--- config.mk ---
export PLATFORM = sky130hd
export DESIGN_NAME = fsc_top
export DESIGN_NICKNAME = d
export VERILOG_FILES = /design/src/hw/fsc_engine.v /design/src/hw/fsc_top.v
export VERILOG_INCLUDE_DIRS = /design/src /design/src/hw
export SDC_FILE = /design/constraint.sdc
export NUM_CORES = 1
export LEC_CHECK = 0
export ABC_CLOCK_PERIOD_IN_PS = 3100
export CORE_MARGIN = 2
export CORE_UTILIZATION = 40
export DETAILED_ROUTE_END_ITERATION = 16
export DONT_BUFFER_PORTS = 1
export PLACE_DENSITY_LB_ADDON = 0.05
export SKIP_CTS_REPAIR_TIMING = 1
export SYNTH_ARGS = -nofsm -noshare
export SYNTH_HDL_FRONTEND = slang
export SYNTH_SLANG_ARGS = --single-unit
--- constraint.sdc ---
create_clock -name clk_in -period 3.1 [get_ports clk_in]
set_input_delay 0.465 -clock clk_in [delete_from_list [all_inputs] [get_ports clk_in]]
set_output_delay 0.465 -clock clk_in [all_outputs]
set_load 0.02 [all_outputs]
--- src/hw/fsc_map.vh ---
// Register map, field positions and timing constants of the flash sequencer status block
`ifndef FSC_MAP_VH
`define FSC_MAP_VH
// APB byte addresses
`define FSC_ADDR_CTRL 12'h000
`define FSC_ADDR_STATH 12'h004
`define FSC_ADDR_ERR 12'h008
`define FSC_ADDR_IRQ_STAT 12'h00c
`define FSC_ADDR_IRQ_MASK 12'h010
// Control register fields
`define FSC_CTRL_START_BIT 7
`define FSC_CTRL_MODE_HI 2
`define FSC_CTRL_MODE_LO 0
`define FSC_CTRL_ERASE 8'h84
`define FSC_CTRL_WRITE 8'h81
`define FSC_CTRL_IDLE 8'h00
`define FSC_CTRL_RSVD_MASK 8'h78
// High status register fields
`define FSC_STATH_END_BIT 6
`define FSC_STATH_BUSY_BIT 0
// Error status fields
`define FSC_ERR_SEQ_BIT 4
`define FSC_ERR_WRITE_BIT 1
`define FSC_ERR_ERASE_BIT 0
`define FSC_ERR_MASK 8'h13
// Interrupt status fields
`define FSC_IRQ_DONE_BIT 0
`define FSC_IRQ_ERR_BIT 1
`define FSC_IRQ_WIDTH 2
// Reset values
`define FSC_RST_BYTE 8'h00
`define FSC_RST_IRQ 2'h0
// Default operation time, clock period and wind-down time in nanoseconds
`define FSC_OP_TIME_NS 1000
`define FSC_CLK_NS 5
`define FSC_FINISH_NS 20
`endif

--- src/hw/fsc_engine.v ---
// Command engine: runs a flash command for a set time and reports its outcome
`timescale 1ns/1ps
`include "fsc_map.vh"
module fsc_engine #(
  parameter CNT_W = 16
) (
  input wire clk_in,
  input wire arst_n_in,
  input wire en_in,
  input wire start_in,
  input wire [2:0] mode_in,
  input wire [CNT_W-1:0] op_cycles_in,
  input wire seq_fail_in,
  input wire write_fail_in,
  input wire erase_fail_in,
  output reg busy_out,
  output reg done_out,
  output reg [7:0] err_out
);
  localparam [7:0] CMD_WRITE = `FSC_CTRL_WRITE;
  localparam [7:0] CMD_ERASE = `FSC_CTRL_ERASE;
  // Mode field of each command word
  localparam [2:0] MODE_WRITE = CMD_WRITE[`FSC_CTRL_MODE_HI:`FSC_CTRL_MODE_LO];
  localparam [2:0] MODE_ERASE = CMD_ERASE[`FSC_CTRL_MODE_HI:`FSC_CTRL_MODE_LO];
  reg [CNT_W-1:0] cnt_r;
  reg [2:0] mode_r;
  reg [7:0] err_acc_r;

  // Count down the operation, gather failures, publish errors at the end
  always @(posedge clk_in or negedge arst_n_in) begin
    if (!arst_n_in) begin
      busy_out <= 1'b0;
      done_out <= 1'b0;
      cnt_r <= {CNT_W{1'b0}};
      mode_r <= 3'h0;
      err_acc_r <= `FSC_RST_BYTE;
      err_out <= `FSC_RST_BYTE;
    end else if (en_in) begin
      done_out <= 1'b0;
      if (!busy_out && start_in) begin
        busy_out <= 1'b1;
        mode_r <= mode_in;
        cnt_r <= op_cycles_in;
        err_acc_r <= `FSC_RST_BYTE;
        err_out <= `FSC_RST_BYTE; // Cleared only at a new start
      end else if (busy_out) begin
        if (seq_fail_in)
          err_acc_r[`FSC_ERR_SEQ_BIT] <= 1'b1;
        if (write_fail_in && mode_r == MODE_WRITE)
          err_acc_r[`FSC_ERR_WRITE_BIT] <= 1'b1;
        if (erase_fail_in && mode_r == MODE_ERASE)
          err_acc_r[`FSC_ERR_ERASE_BIT] <= 1'b1;
        if (mode_r != MODE_WRITE && mode_r != MODE_ERASE)
          err_acc_r[`FSC_ERR_SEQ_BIT] <= 1'b1; // Unknown command is a sequencer error
        if (cnt_r <= {{(CNT_W-1){1'b0}}, 1'b1}) begin
          busy_out <= 1'b0;
          done_out <= 1'b1;
          err_out <= err_acc_r & `FSC_ERR_MASK; // Reserved bits forced zero
        end else begin
          cnt_r <= cnt_r - {{(CNT_W-1){1'b0}}, 1'b1};
        end
      end
    end
  end
endmodule

--- src/hw/fsc_top.v ---
// Flash sequencer completion handshake and error status with an APB register port
// Summary of operation
// Software writes zero to the control register after seeing the end flag.
// End flag at status bit 6 falls once control is cleared and work done.
// Software polls for the flag falling only after it has seen it set.
// An eight-bit error status register reports the last command's errors.
// Error bit 4 is set on a sequencer error.
// Error bit 1 is set when a write command fails.
// Error bit 0 is set when an erase command fails.
// Error bits 7, 6, 5, 3 and 2 always read as zero.
// Software reads error status only after the sequencer has completed.
// End flag sets when the operation finishes while start command still held.
// Start bit 7 plus mode bits 2..0 launch; erase 0x84, write 0x81.
// Error bits stay stable from completion until the next command start.
//
// Our own choices: the APB register port and the address map.
`timescale 1ns/1ps
`include "fsc_map.vh"
module fsc_top #(
  parameter CNT_W = 16,
  parameter OP_NS = `FSC_OP_TIME_NS
) (
  input wire clk_in,
  input wire arst_n_in,
  input wire clk_en_in,
  input wire psel_in,
  input wire penable_in,
  input wire pwrite_in,
  input wire [11:0] paddr_in,
  input wire [31:0] pwdata_in,
  output wire [31:0] prdata_out,
  output wire pready_out,
  output wire pslverr_out,
  input wire seq_fail_in,
  input wire write_fail_in,
  input wire erase_fail_in,
  output wire irq_out
);
  // Operation length in cycles, at least one
  localparam integer OP_CYC_RAW = OP_NS / `FSC_CLK_NS;
  localparam integer OP_CYC = (OP_CYC_RAW < 1) ? 1 : OP_CYC_RAW;
  localparam [CNT_W-1:0] OP_CYCLES = OP_CYC[CNT_W-1:0];
  // Wind-down after the control register clears before the flag falls
  localparam integer FIN_CYC = (`FSC_FINISH_NS + `FSC_CLK_NS - 1) / `FSC_CLK_NS;
  localparam [3:0] FIN_CYCLES = FIN_CYC[3:0];

  reg [7:0] ctrl_r;
  reg end_flag_r;
  reg [3:0] fin_cnt_r;
  reg fin_r;
  reg [`FSC_IRQ_WIDTH-1:0] irq_stat_r;
  reg [`FSC_IRQ_WIDTH-1:0] irq_mask_r;
  reg [31:0] rdata_r;
  // Failure pins come from the flash macro outside this clock domain
  reg [2:0] fail_s1_r;
  reg [2:0] fail_s2_r;
  wire busy;
  wire done;
  wire [7:0] err_stat;
  wire wr_en;
  wire rd_en;
  wire launch;
  wire known;
  // Address decodes and a cleared control register
  wire ctrl_clear;
  wire sel_ctrl;
  wire sel_irq_stat;
  wire sel_irq_mask;
  // Combinational next values of the interrupt status and read data
  reg [`FSC_IRQ_WIDTH-1:0] irq_set;
  reg [`FSC_IRQ_WIDTH-1:0] irq_clr;
  reg [`FSC_IRQ_WIDTH-1:0] irq_stat_nxt;
  reg [31:0] rdata_nxt;

  // Decode whether an address is a mapped register
  function addr_hit;
    input [11:0] a;
    begin
      addr_hit = (a == `FSC_ADDR_CTRL) || (a == `FSC_ADDR_STATH) ||
                 (a == `FSC_ADDR_ERR) || (a == `FSC_ADDR_IRQ_STAT) ||
                 (a == `FSC_ADDR_IRQ_MASK);
    end
  endfunction

  // Error byte with reserved bits masked
  function [7:0] err_stat_next;
    input [7:0] e;
    begin
      err_stat_next = e & `FSC_ERR_MASK;
    end
  endfunction

  // APB strobes: zero-wait slave, error on unmapped address
  // The slave never stalls, so every access phase ends in its first cycle
  assign pready_out = 1'b1;
  assign wr_en = psel_in && penable_in && pwrite_in && clk_en_in;
  assign rd_en = psel_in && !penable_in && !pwrite_in && clk_en_in;
  assign pslverr_out = psel_in && penable_in && !addr_hit(paddr_in);
  assign prdata_out = rdata_r;
  assign irq_out = |(irq_stat_r & irq_mask_r);

  // Register selects from the byte address
  assign sel_ctrl = (paddr_in == `FSC_ADDR_CTRL);
  assign sel_irq_stat = (paddr_in == `FSC_ADDR_IRQ_STAT);
  assign sel_irq_mask = (paddr_in == `FSC_ADDR_IRQ_MASK);
  assign ctrl_clear = (ctrl_r == `FSC_CTRL_IDLE);

  // Launch only on a start bit with a mode and clear upper bits
  // The done pulse blocks a second start in the cycle the end flag is set
  assign known = (ctrl_r == `FSC_CTRL_ERASE) || (ctrl_r == `FSC_CTRL_WRITE);
  assign launch = ctrl_r[`FSC_CTRL_START_BIT] && !end_flag_r && !fin_r && !done &&
                  ((ctrl_r & `FSC_CTRL_RSVD_MASK) == `FSC_RST_BYTE);

  // Two-stage synchroniser for the failure inputs
  always @(posedge clk_in or negedge arst_n_in) begin
    if (!arst_n_in) begin
      fail_s1_r <= 3'h0;
      fail_s2_r <= 3'h0;
    end else if (clk_en_in) begin
      fail_s1_r <= {seq_fail_in, write_fail_in, erase_fail_in};
      fail_s2_r <= fail_s1_r;
    end
  end

  // Engine starts only from idle, so control writes while busy never relaunch
  fsc_engine #(
    .CNT_W(CNT_W)
  ) u_engine (
    .clk_in(clk_in),
    .arst_n_in(arst_n_in),
    .en_in(clk_en_in),
    .start_in(launch && !busy),
    .mode_in(ctrl_r[`FSC_CTRL_MODE_HI:`FSC_CTRL_MODE_LO]),
    .op_cycles_in(OP_CYCLES),
    .seq_fail_in(fail_s2_r[2]),
    .write_fail_in(fail_s2_r[1]),
    .erase_fail_in(fail_s2_r[0]),
    .busy_out(busy),
    .done_out(done),
    .err_out(err_stat)
  );

  // Control register, end flag and its wind-down after clear
  always @(posedge clk_in or negedge arst_n_in) begin
    if (!arst_n_in) begin
      ctrl_r <= `FSC_RST_BYTE;
      end_flag_r <= 1'b0;
      fin_cnt_r <= 4'h0;
      fin_r <= 1'b0;
    end else if (clk_en_in) begin
      if (wr_en && sel_ctrl)
        ctrl_r <= pwdata_in[7:0];
      if (done && ctrl_r[`FSC_CTRL_START_BIT])
        end_flag_r <= 1'b1;
      // Once software has cleared control, a short wind-down runs before
      // the flag falls, so polling sees the command fully retired
      if (end_flag_r && ctrl_clear && !fin_r && !busy) begin
        fin_r <= 1'b1;
        fin_cnt_r <= FIN_CYCLES;
      end else if (fin_r) begin
        if (fin_cnt_r <= 4'h1) begin
          fin_r <= 1'b0;
          end_flag_r <= 1'b0; // Falls after clear and wind-down
        end else begin
          fin_cnt_r <= fin_cnt_r - 4'h1;
        end
      end
    end
  end

  // Interrupt events of this cycle against the software clear; set wins
  always @* begin
    irq_set = `FSC_RST_IRQ;
    irq_set[`FSC_IRQ_DONE_BIT] = done;
    irq_set[`FSC_IRQ_ERR_BIT] = done && (|err_stat_next(err_stat));
    irq_clr = `FSC_RST_IRQ;
    if (wr_en && sel_irq_stat)
      irq_clr = pwdata_in[`FSC_IRQ_WIDTH-1:0];
    irq_stat_nxt = (irq_stat_r & ~irq_clr) | irq_set;
  end

  // Sticky interrupt status and its mask
  always @(posedge clk_in or negedge arst_n_in) begin
    if (!arst_n_in) begin
      irq_stat_r <= `FSC_RST_IRQ;
      irq_mask_r <= `FSC_RST_IRQ;
    end else if (clk_en_in) begin
      if (wr_en && sel_irq_mask)
        irq_mask_r <= pwdata_in[`FSC_IRQ_WIDTH-1:0];
      irq_stat_r <= irq_stat_nxt;
    end
  end

  // Read multiplexer; unused bits and reserved error bits read as zero, control reads back all eight bits
  // Status bit 0 also covers the cycle in which an odd mode is accepted,
  // so software sees no gap between start and busy for odd modes; erase and write leave one cycle
  always @* begin
    rdata_nxt = 32'h0000_0000;
    case (paddr_in)
      `FSC_ADDR_CTRL: rdata_nxt[7:0] = ctrl_r;
      `FSC_ADDR_STATH: begin
        rdata_nxt[`FSC_STATH_END_BIT] = end_flag_r;
        rdata_nxt[`FSC_STATH_BUSY_BIT] = busy || fin_r || (launch && !known);
      end
      `FSC_ADDR_ERR: rdata_nxt[7:0] = err_stat_next(err_stat);
      `FSC_ADDR_IRQ_STAT: rdata_nxt[`FSC_IRQ_WIDTH-1:0] = irq_stat_r;
      `FSC_ADDR_IRQ_MASK: rdata_nxt[`FSC_IRQ_WIDTH-1:0] = irq_mask_r;
      default: rdata_nxt = 32'h0000_0000;
    endcase
  end

  // Read data captured in the setup cycle, held through the access phase
  always @(posedge clk_in or negedge arst_n_in) begin
    if (!arst_n_in) begin
      rdata_r <= 32'h0000_0000;
    end else if (rd_en) begin
      rdata_r <= rdata_nxt;
    end
  end
endmodule

==> impl_metrics.tcl, run 1 <==
set metrics [dict create \
    p_leak_nw 1.50 \
    hold_class "input pin to flop" \
    cts.path.max_buffers 2 \
    clkPwrFrac_pct 44.8 \
    post-place-ws_ns 0.802 \
    min_period_over_period_pct 71.8 \
    netlist_instances 309 \
    ir_drop_mv 0.235 \
    post-route-min-period_ns 2.22 \
    syn2layout_area_growth_pct 7.68 \
    synth_compound_area_share_pct 14.0 \
    syn_area_sq_um 3150 \
    synth_fa_ha_area_share_pct 1.59 \
    die-area_sq_um 8590 \
    worst_slack_ns 0.875 \
    synth_top_area_share_pct 46.9 \
    drt_iter0_drc 87 \
    fin_total_pwr_mw 1.59 \
    max_slew_margin_pct 53.8 \
    whs_endpoint "u_engine.done_out" \
    clock_sink_count 59 \
    io_pins 88 \
    cts_tree "yes" \
    p_seq_share_pct 50.0 \
    synth_xor_area_share_pct 2.23 \
    p_switching_mw 0.404 \
    wl_per_cell_microns 15.4 \
    worstReg2RegStart "u_engine.cnt_r[5]" \
    firstDrtPassIters 4 \
    crit_required_ns 2.63 \
    yosysTopAreaCell "dfrtp_1" \
    worstPathArrival_ns 1.76 \
    final_util_pct 44.1 \
    ys_seq_elements 59 \
    drc 0 \
    worst-path-max-fanout 5 \
    worst_pin_slew_ns 0.690 \
    core_sq_um 7690 \
    muxShareOfSynthArea_pct 7.96 \
    num_rows 32 \
    crit_path_end_kind "primary output" \
    cts_buffers 9 \
    drive_gt1_share_pct 12.9 \
    synth_top_family_by_area "simple AND/OR/NAND/NOR gates" \
    grt_setup_unrepaired "no" \
    grt_pass1_wl_microns 11000 \
    critPathKind "input pin to primary output" \
    clkTransAtPathRegs_ns 0.07 \
    clk_latency_ns 0.35 \
    chipHeight_microns 92.7 \
    routed-via-count 2215 \
    cts_max_level 3 \
    rrSetupSlack_ns 0.88 \
    hold_violations 0 \
    place_hpwl_microns 4460 \
    final_max_slew_viol_count 0 \
    drtAntennaViolNets 0 \
    yosysMostFrequentCell "dfrtp_1" \
    seq_area_frac_synth_pct 46.9 \
    port_buffers 0 \
    start_util_pct 40.9 \
    worst_r2r_path_depth 5 \
    status "finished clean" \
    combinationalPowerShare_pct 5.2 \
    yosys_warnings 0 \
    nets 369 \
    setup-violations-final 0 \
    fin_tns_setup_ns 0 \
    grt_pass1_vias 2222 \
    finalWirelength_microns 6470 \
    final_cells 419 \
    antenna_cells 0 \
    p_int_mw 1.18 \
    synth.area.top_cells "dfrtp_1 (47%), buf_4 (6.0%), mux2_2 (5.0%)" \
    synthFlopType "dfrtp_1" \
    synth_cell_types 53 \
    async_flop_share_pct 100 \
    antenna_found_initial 0 \
    synth-simple-area-share_pct 18.7 \
    grt_overflow_total 0 \
    cap_violations 0 \
    hp-start "clk_en_in" \
    finalClockSkew_ns 0.0136 \
    grt_start_max_net_pins 60 \
    cts-root-buf "clkbuf_8" \
    gp_congestion 0.754 \
    syn_area_per_cell_sq_um 10.2 \
    r2r_end "u_engine.cnt_r[13]" \
    yosys-top-cells-count "dfrtp_1 (59), nand2_1 (31), buf_4 (25)" \
    die_w_microns 92.7 \
    hold_depth 1 \
    groute.usage.overall_pct 16.4 \
    p_per_area_nw_per_um2 468 \
    placedCellCount 401 \
    synth_edf_count 0 \
    fmax_mhz 449 \
    p_sw_share_pct 25.5 \
    drt-vias-per-instance 5.29 \
    start_kind "input pin" \
]
-- critical path, cell delays in order --
cell and delay, ns:
or4_1 0.57, nor3_1 0.44, a21oi_1 0.29
-- sequential cells by signal, indices dropped and copies added, names as in the netlist --
register and flops:
ctrl_r 8, end_flag_r 1, fail_s1_r 3, fail_s2_r 3, fin_cnt_r 4, fin_r 1, irq_mask_r 2, irq_stat_r 2
prdata_out 8, u_engine.busy_out 1, u_engine.cnt_r 16, u_engine.done_out 1, u_engine.err_acc_r 3, u_engine.err_out 3, u_engine.mode_r 3
-- layout by cell type, fill, tap and decap left out, drive strengths merged, types with 5 or more instances in the layout --
| master | count |
|---|---|
| dfrtp | 59 |
| nand2 | 31 |
| conb | 25 |
| nor2 | 18 |
| mux2 | 16 |
| o21ai | 14 |
| nor3 | 12 |
| a21oi | 10 |
| nand3 | 10 |
| clkbuf | 9 |
| a22o | 7 |
| mux2i | 7 |
| inv | 7 |
| or4 | 7 |
| xnor2 | 6 |
| o211ai | 6 |
| or3 | 5 |
| nand3b | 5 |
| buf | 5 |
-- cell type report --
class	instances	area, sq um
Fill cell	765	4300
Multi-Input combinational cell	230	1490
Sequential cell	59	1480
Tap cell	102	128
Clock buffer	9	124
Clock inverter	7	77.6
Timing Repair Buffer	6	67.6
Inverter	6	22.5
-- metal layers --
layer | part of all wire, % | global-route usage [%] | wire (microns) | vias up
met5 | 0 | 0 | 0 | -
met4 | 1.8 | 8.21 | 119 | 0
met3 | 4.7 | 3.42 | 306 | 12
met2 | 44 | 24.9 | 2880 | 60
met1 | 49 | 22.3 | 3170 | 1063
li1 | - | - | - | 1080
-- how the worst max path moves through the flow --
stage	cells after the start	start	endpoint
after CTS	5	u_engine.cnt_r[5]	u_engine.cnt_r[13]
after detailed placement	4	paddr_in[0]	ctrl_r[7]
after floorplan	9	u_engine.cnt_r[0]	u_engine.err_out[0]
after global routing	6	u_engine.cnt_r[10]	u_engine.err_out[1]
final	3	paddr_in[9]	pslverr_out
after global placement	4	paddr_in[0]	ctrl_r[5]
-- power by group through the flow --
stage	Clock (mW)	Combinational, mW	Sequential [mW]
global placement	0	0.0614	0.807
floorplan	0	0.0912	0.804
CTS	0.734	0.0621	0.792
finish	0.711	0.0821	0.792
global route	0.771	0.0924	0.794
detailed placement	0	0.0619	0.808
-- cell families after synthesis --
family / count (synthesis)
xor gates and xnor gates: 8
other: 2
buffers and inverters: 43
DFF: 59
muxes: 23
adders and majority gates: 4
and+or+nand+nor: 109
AOI/OAI and AO/OA: 61
-- stage by stage --
step / area [sq um] / hold slack, ns
2_1_floorplan: 3230 / 0.169
3_3_place_gp: 3150 / 0.171
3_5_place_dp: 3150 / 0.171
4_1_cts: 3350 / -0.209
5_1_grt: 3390 / 0.194
6_report: 3390 / 0.210
(Power assumes the default switching activity.)
==> run 2: changes to the inputs <==
ABC_CLOCK_PERIOD_IN_PS = 1900   (was 3100)
clock period = 1.9 ns   (was 3.1 ns; I/O delays follow)
==> impl_metrics.tcl, run 2 (synthesis gave the netlist of run 1 again) <==
set metrics [dict create \
    crit_required_ns 2.14 \
    antenna_found_initial 0 \
    chipHeight_microns 92.7 \
    routed-via-count 2402 \
    gp_congestion 0.777 \
    cp.depth 5 \
    placed_cell_area_sq_um 3400 \
    worst_pin_slew_ns 0.502 \
    syn2layout_area_growth_pct 19.2 \
    cts_max_level 3 \
    drtAntennaViolNets 0 \
    post-place-ws_ns -0.166 \
    crit_chain "or4_4, or4_4, a2111oi_4, xnor2_1, nor2_1" \
    rrSetupSlack_ns -0.13 \
    critPathKind "flop to flop" \
    drt-vias-per-instance 5.29 \
    max_slew_margin_pct 66.4 \
    worst_slack_ns -0.134 \
    crit_top_cell "or4_4" \
    setup-violations-final 7 \
    groute.usage.overall_pct 17.1 \
    port_buffers 0 \
    nets 404 \
    hp-start "paddr_in[2]" \
    start_kind "flop" \
    hold_depth 1 \
    io_pins 88 \
    cts-root-buf "clkbuf_8" \
    cts_buffers 9 \
    p_int_mw 1.97 \
    drc 0 \
    placedCellCount 431 \
    final_common_cell "dfrtp_1" \
    top_register "u_engine.cnt_r" \
    post-route-min-period_ns 2.03 \
    final_util_pct 48.8 \
    mostFrequentLayoutCells "dfrtp_1 (59), buf_4 (36), nand2_1 (31)" \
    largest_reg_flops 16 \
    core_sq_um 7690 \
    path_delay_family "simple AND/OR/NAND/NOR gates" \
    clock_sink_count 59 \
    antenna_cells 0 \
    cp_slowest_cell "or4_4" \
    p_sw_share_pct 24.4 \
    clkTransAtPathRegs_ns 0.08 \
    worstReg2RegStart "u_engine.cnt_r[5]" \
    fmax_mhz 492 \
    grt_setup_unrepaired "yes" \
    hold_violations 0 \
    grt_start_max_net_pins 60 \
    slowest_delay_ns 0.57 \
    whs_endpoint "prdata_out[4]" \
    final_cells 454 \
    worst-path-max-fanout 5 \
    p_leak_nw 1.71 \
    die_w_microns 92.7 \
    drt_iter0_drc 114 \
    cts_tree "yes" \
    combinationalPowerShare_pct 5.6 \
    num_rows 32 \
    cts.path.max_buffers 2 \
    firstDrtPassIters 4 \
    critPathBufInv 0 \
    cap_violations 0 \
    p_seq_share_pct 49.7 \
    p_switching_mw 0.635 \
    whs_ns 0.0381 \
    status "finished with violations" \
    ir_drop_mv 0.643 \
    start_util_pct 40.9 \
    p_per_area_nw_per_um2 694 \
    finalWirelength_microns 6980 \
    final_max_slew_viol_count 0 \
    hold_class "input pin to flop" \
    min_period_over_period_pct 107 \
    place_hpwl_microns 4800 \
    r2r_end "u_engine.cnt_r[13]" \
    clkPwrFrac_pct 44.7 \
    grt_pass1_vias 2241 \
    wl_per_cell_microns 15.4 \
    crit_path_end_kind "flop" \
    grt_pass1_wl_microns 11300 \
    clk_latency_ns 0.34 \
    worst_r2r_path_depth 5 \
    final_cell_area_sq_um 3750 \
    die-area_sq_um 8590 \
    finalClockSkew_ns 0.0136 \
    violations "negative setup slack" \
    grt_overflow_total 0 \
    worstPathArrival_ns 2.27 \
    drive_gt1_share_pct 24.1 \
]
## run 2: cell count changes in the layout (fill, tap and decap cells not counted), moves of 2 or more
cell and change:
buf_4 +32, clkinvlp_4 -3, nor4_1 -2, clkinv_2 +2, nor4_4 +2
## run 2: worst reg2reg max path, delay by kind of cell (launching register included)
family,cells,cell delay [ns]
AOI/OAI and AO/OA,1,0.31
xor gates and xnor gates,1,0.15
and+or+nand+nor,3,1.11
DFF,1,0.38
## run 2: final cells by class
class | count | area [sq um]
fill | 741 | 3940
multi-input combinational | 230 | 1570
sequential | 59 | 1480
timing repair buffer | 41 | 349
clock buffer | 10 | 138
tap | 102 | 128
clock inverter | 6 | 65.1
inverter | 6 | 22.5
## run 2: how the worst max path moves through the flow
stage                         end               from
2_1_floorplan  u_engine.cnt_r[13]  u_engine.cnt_r[5]
3_3_place_gp   u_engine.cnt_r[10]  u_engine.cnt_r[5]
3_5_place_dp   u_engine.cnt_r[10]  u_engine.cnt_r[5]
4_1_cts        u_engine.cnt_r[10]  u_engine.cnt_r[5]
5_1_grt        u_engine.cnt_r[13]  u_engine.cnt_r[5]
6_report       u_engine.cnt_r[13]  u_engine.cnt_r[5]
## run 2: power groups by stage
stage                     clock network, mW  logic [mW]  registers (mW)
final                                  1.16       0.147            1.29
after global routing                   1.27       0.164            1.30
after CTS                              1.22       0.106            1.29
after detailed placement                  0       0.105            1.32
after global placement                    0       0.104            1.32
after floorplan                           0       0.151            1.31
## run 2: layer usage
layer  vias up  global-route usage (%)  wire length, microns  share of wire (%)
met4         0                    5.51                    79                1.1
met5         -                       0                     0                  0
met3         5                    5.21                   317                4.5
li1       1159                       -                     -                  -
met2        58                    26.5                  3200                 46
met1      1180                    22.9                  3390                 48
## run 2: per-stage QoR
step	setup TNS [ns]	power, mW
after floorplan	-0.943	1.46
after global placement	-1.09	1.42
after detailed placement	-1.22	1.42
after CTS	-1.46	2.61
after global routing	-1.23	2.73
final	-0.608	2.60
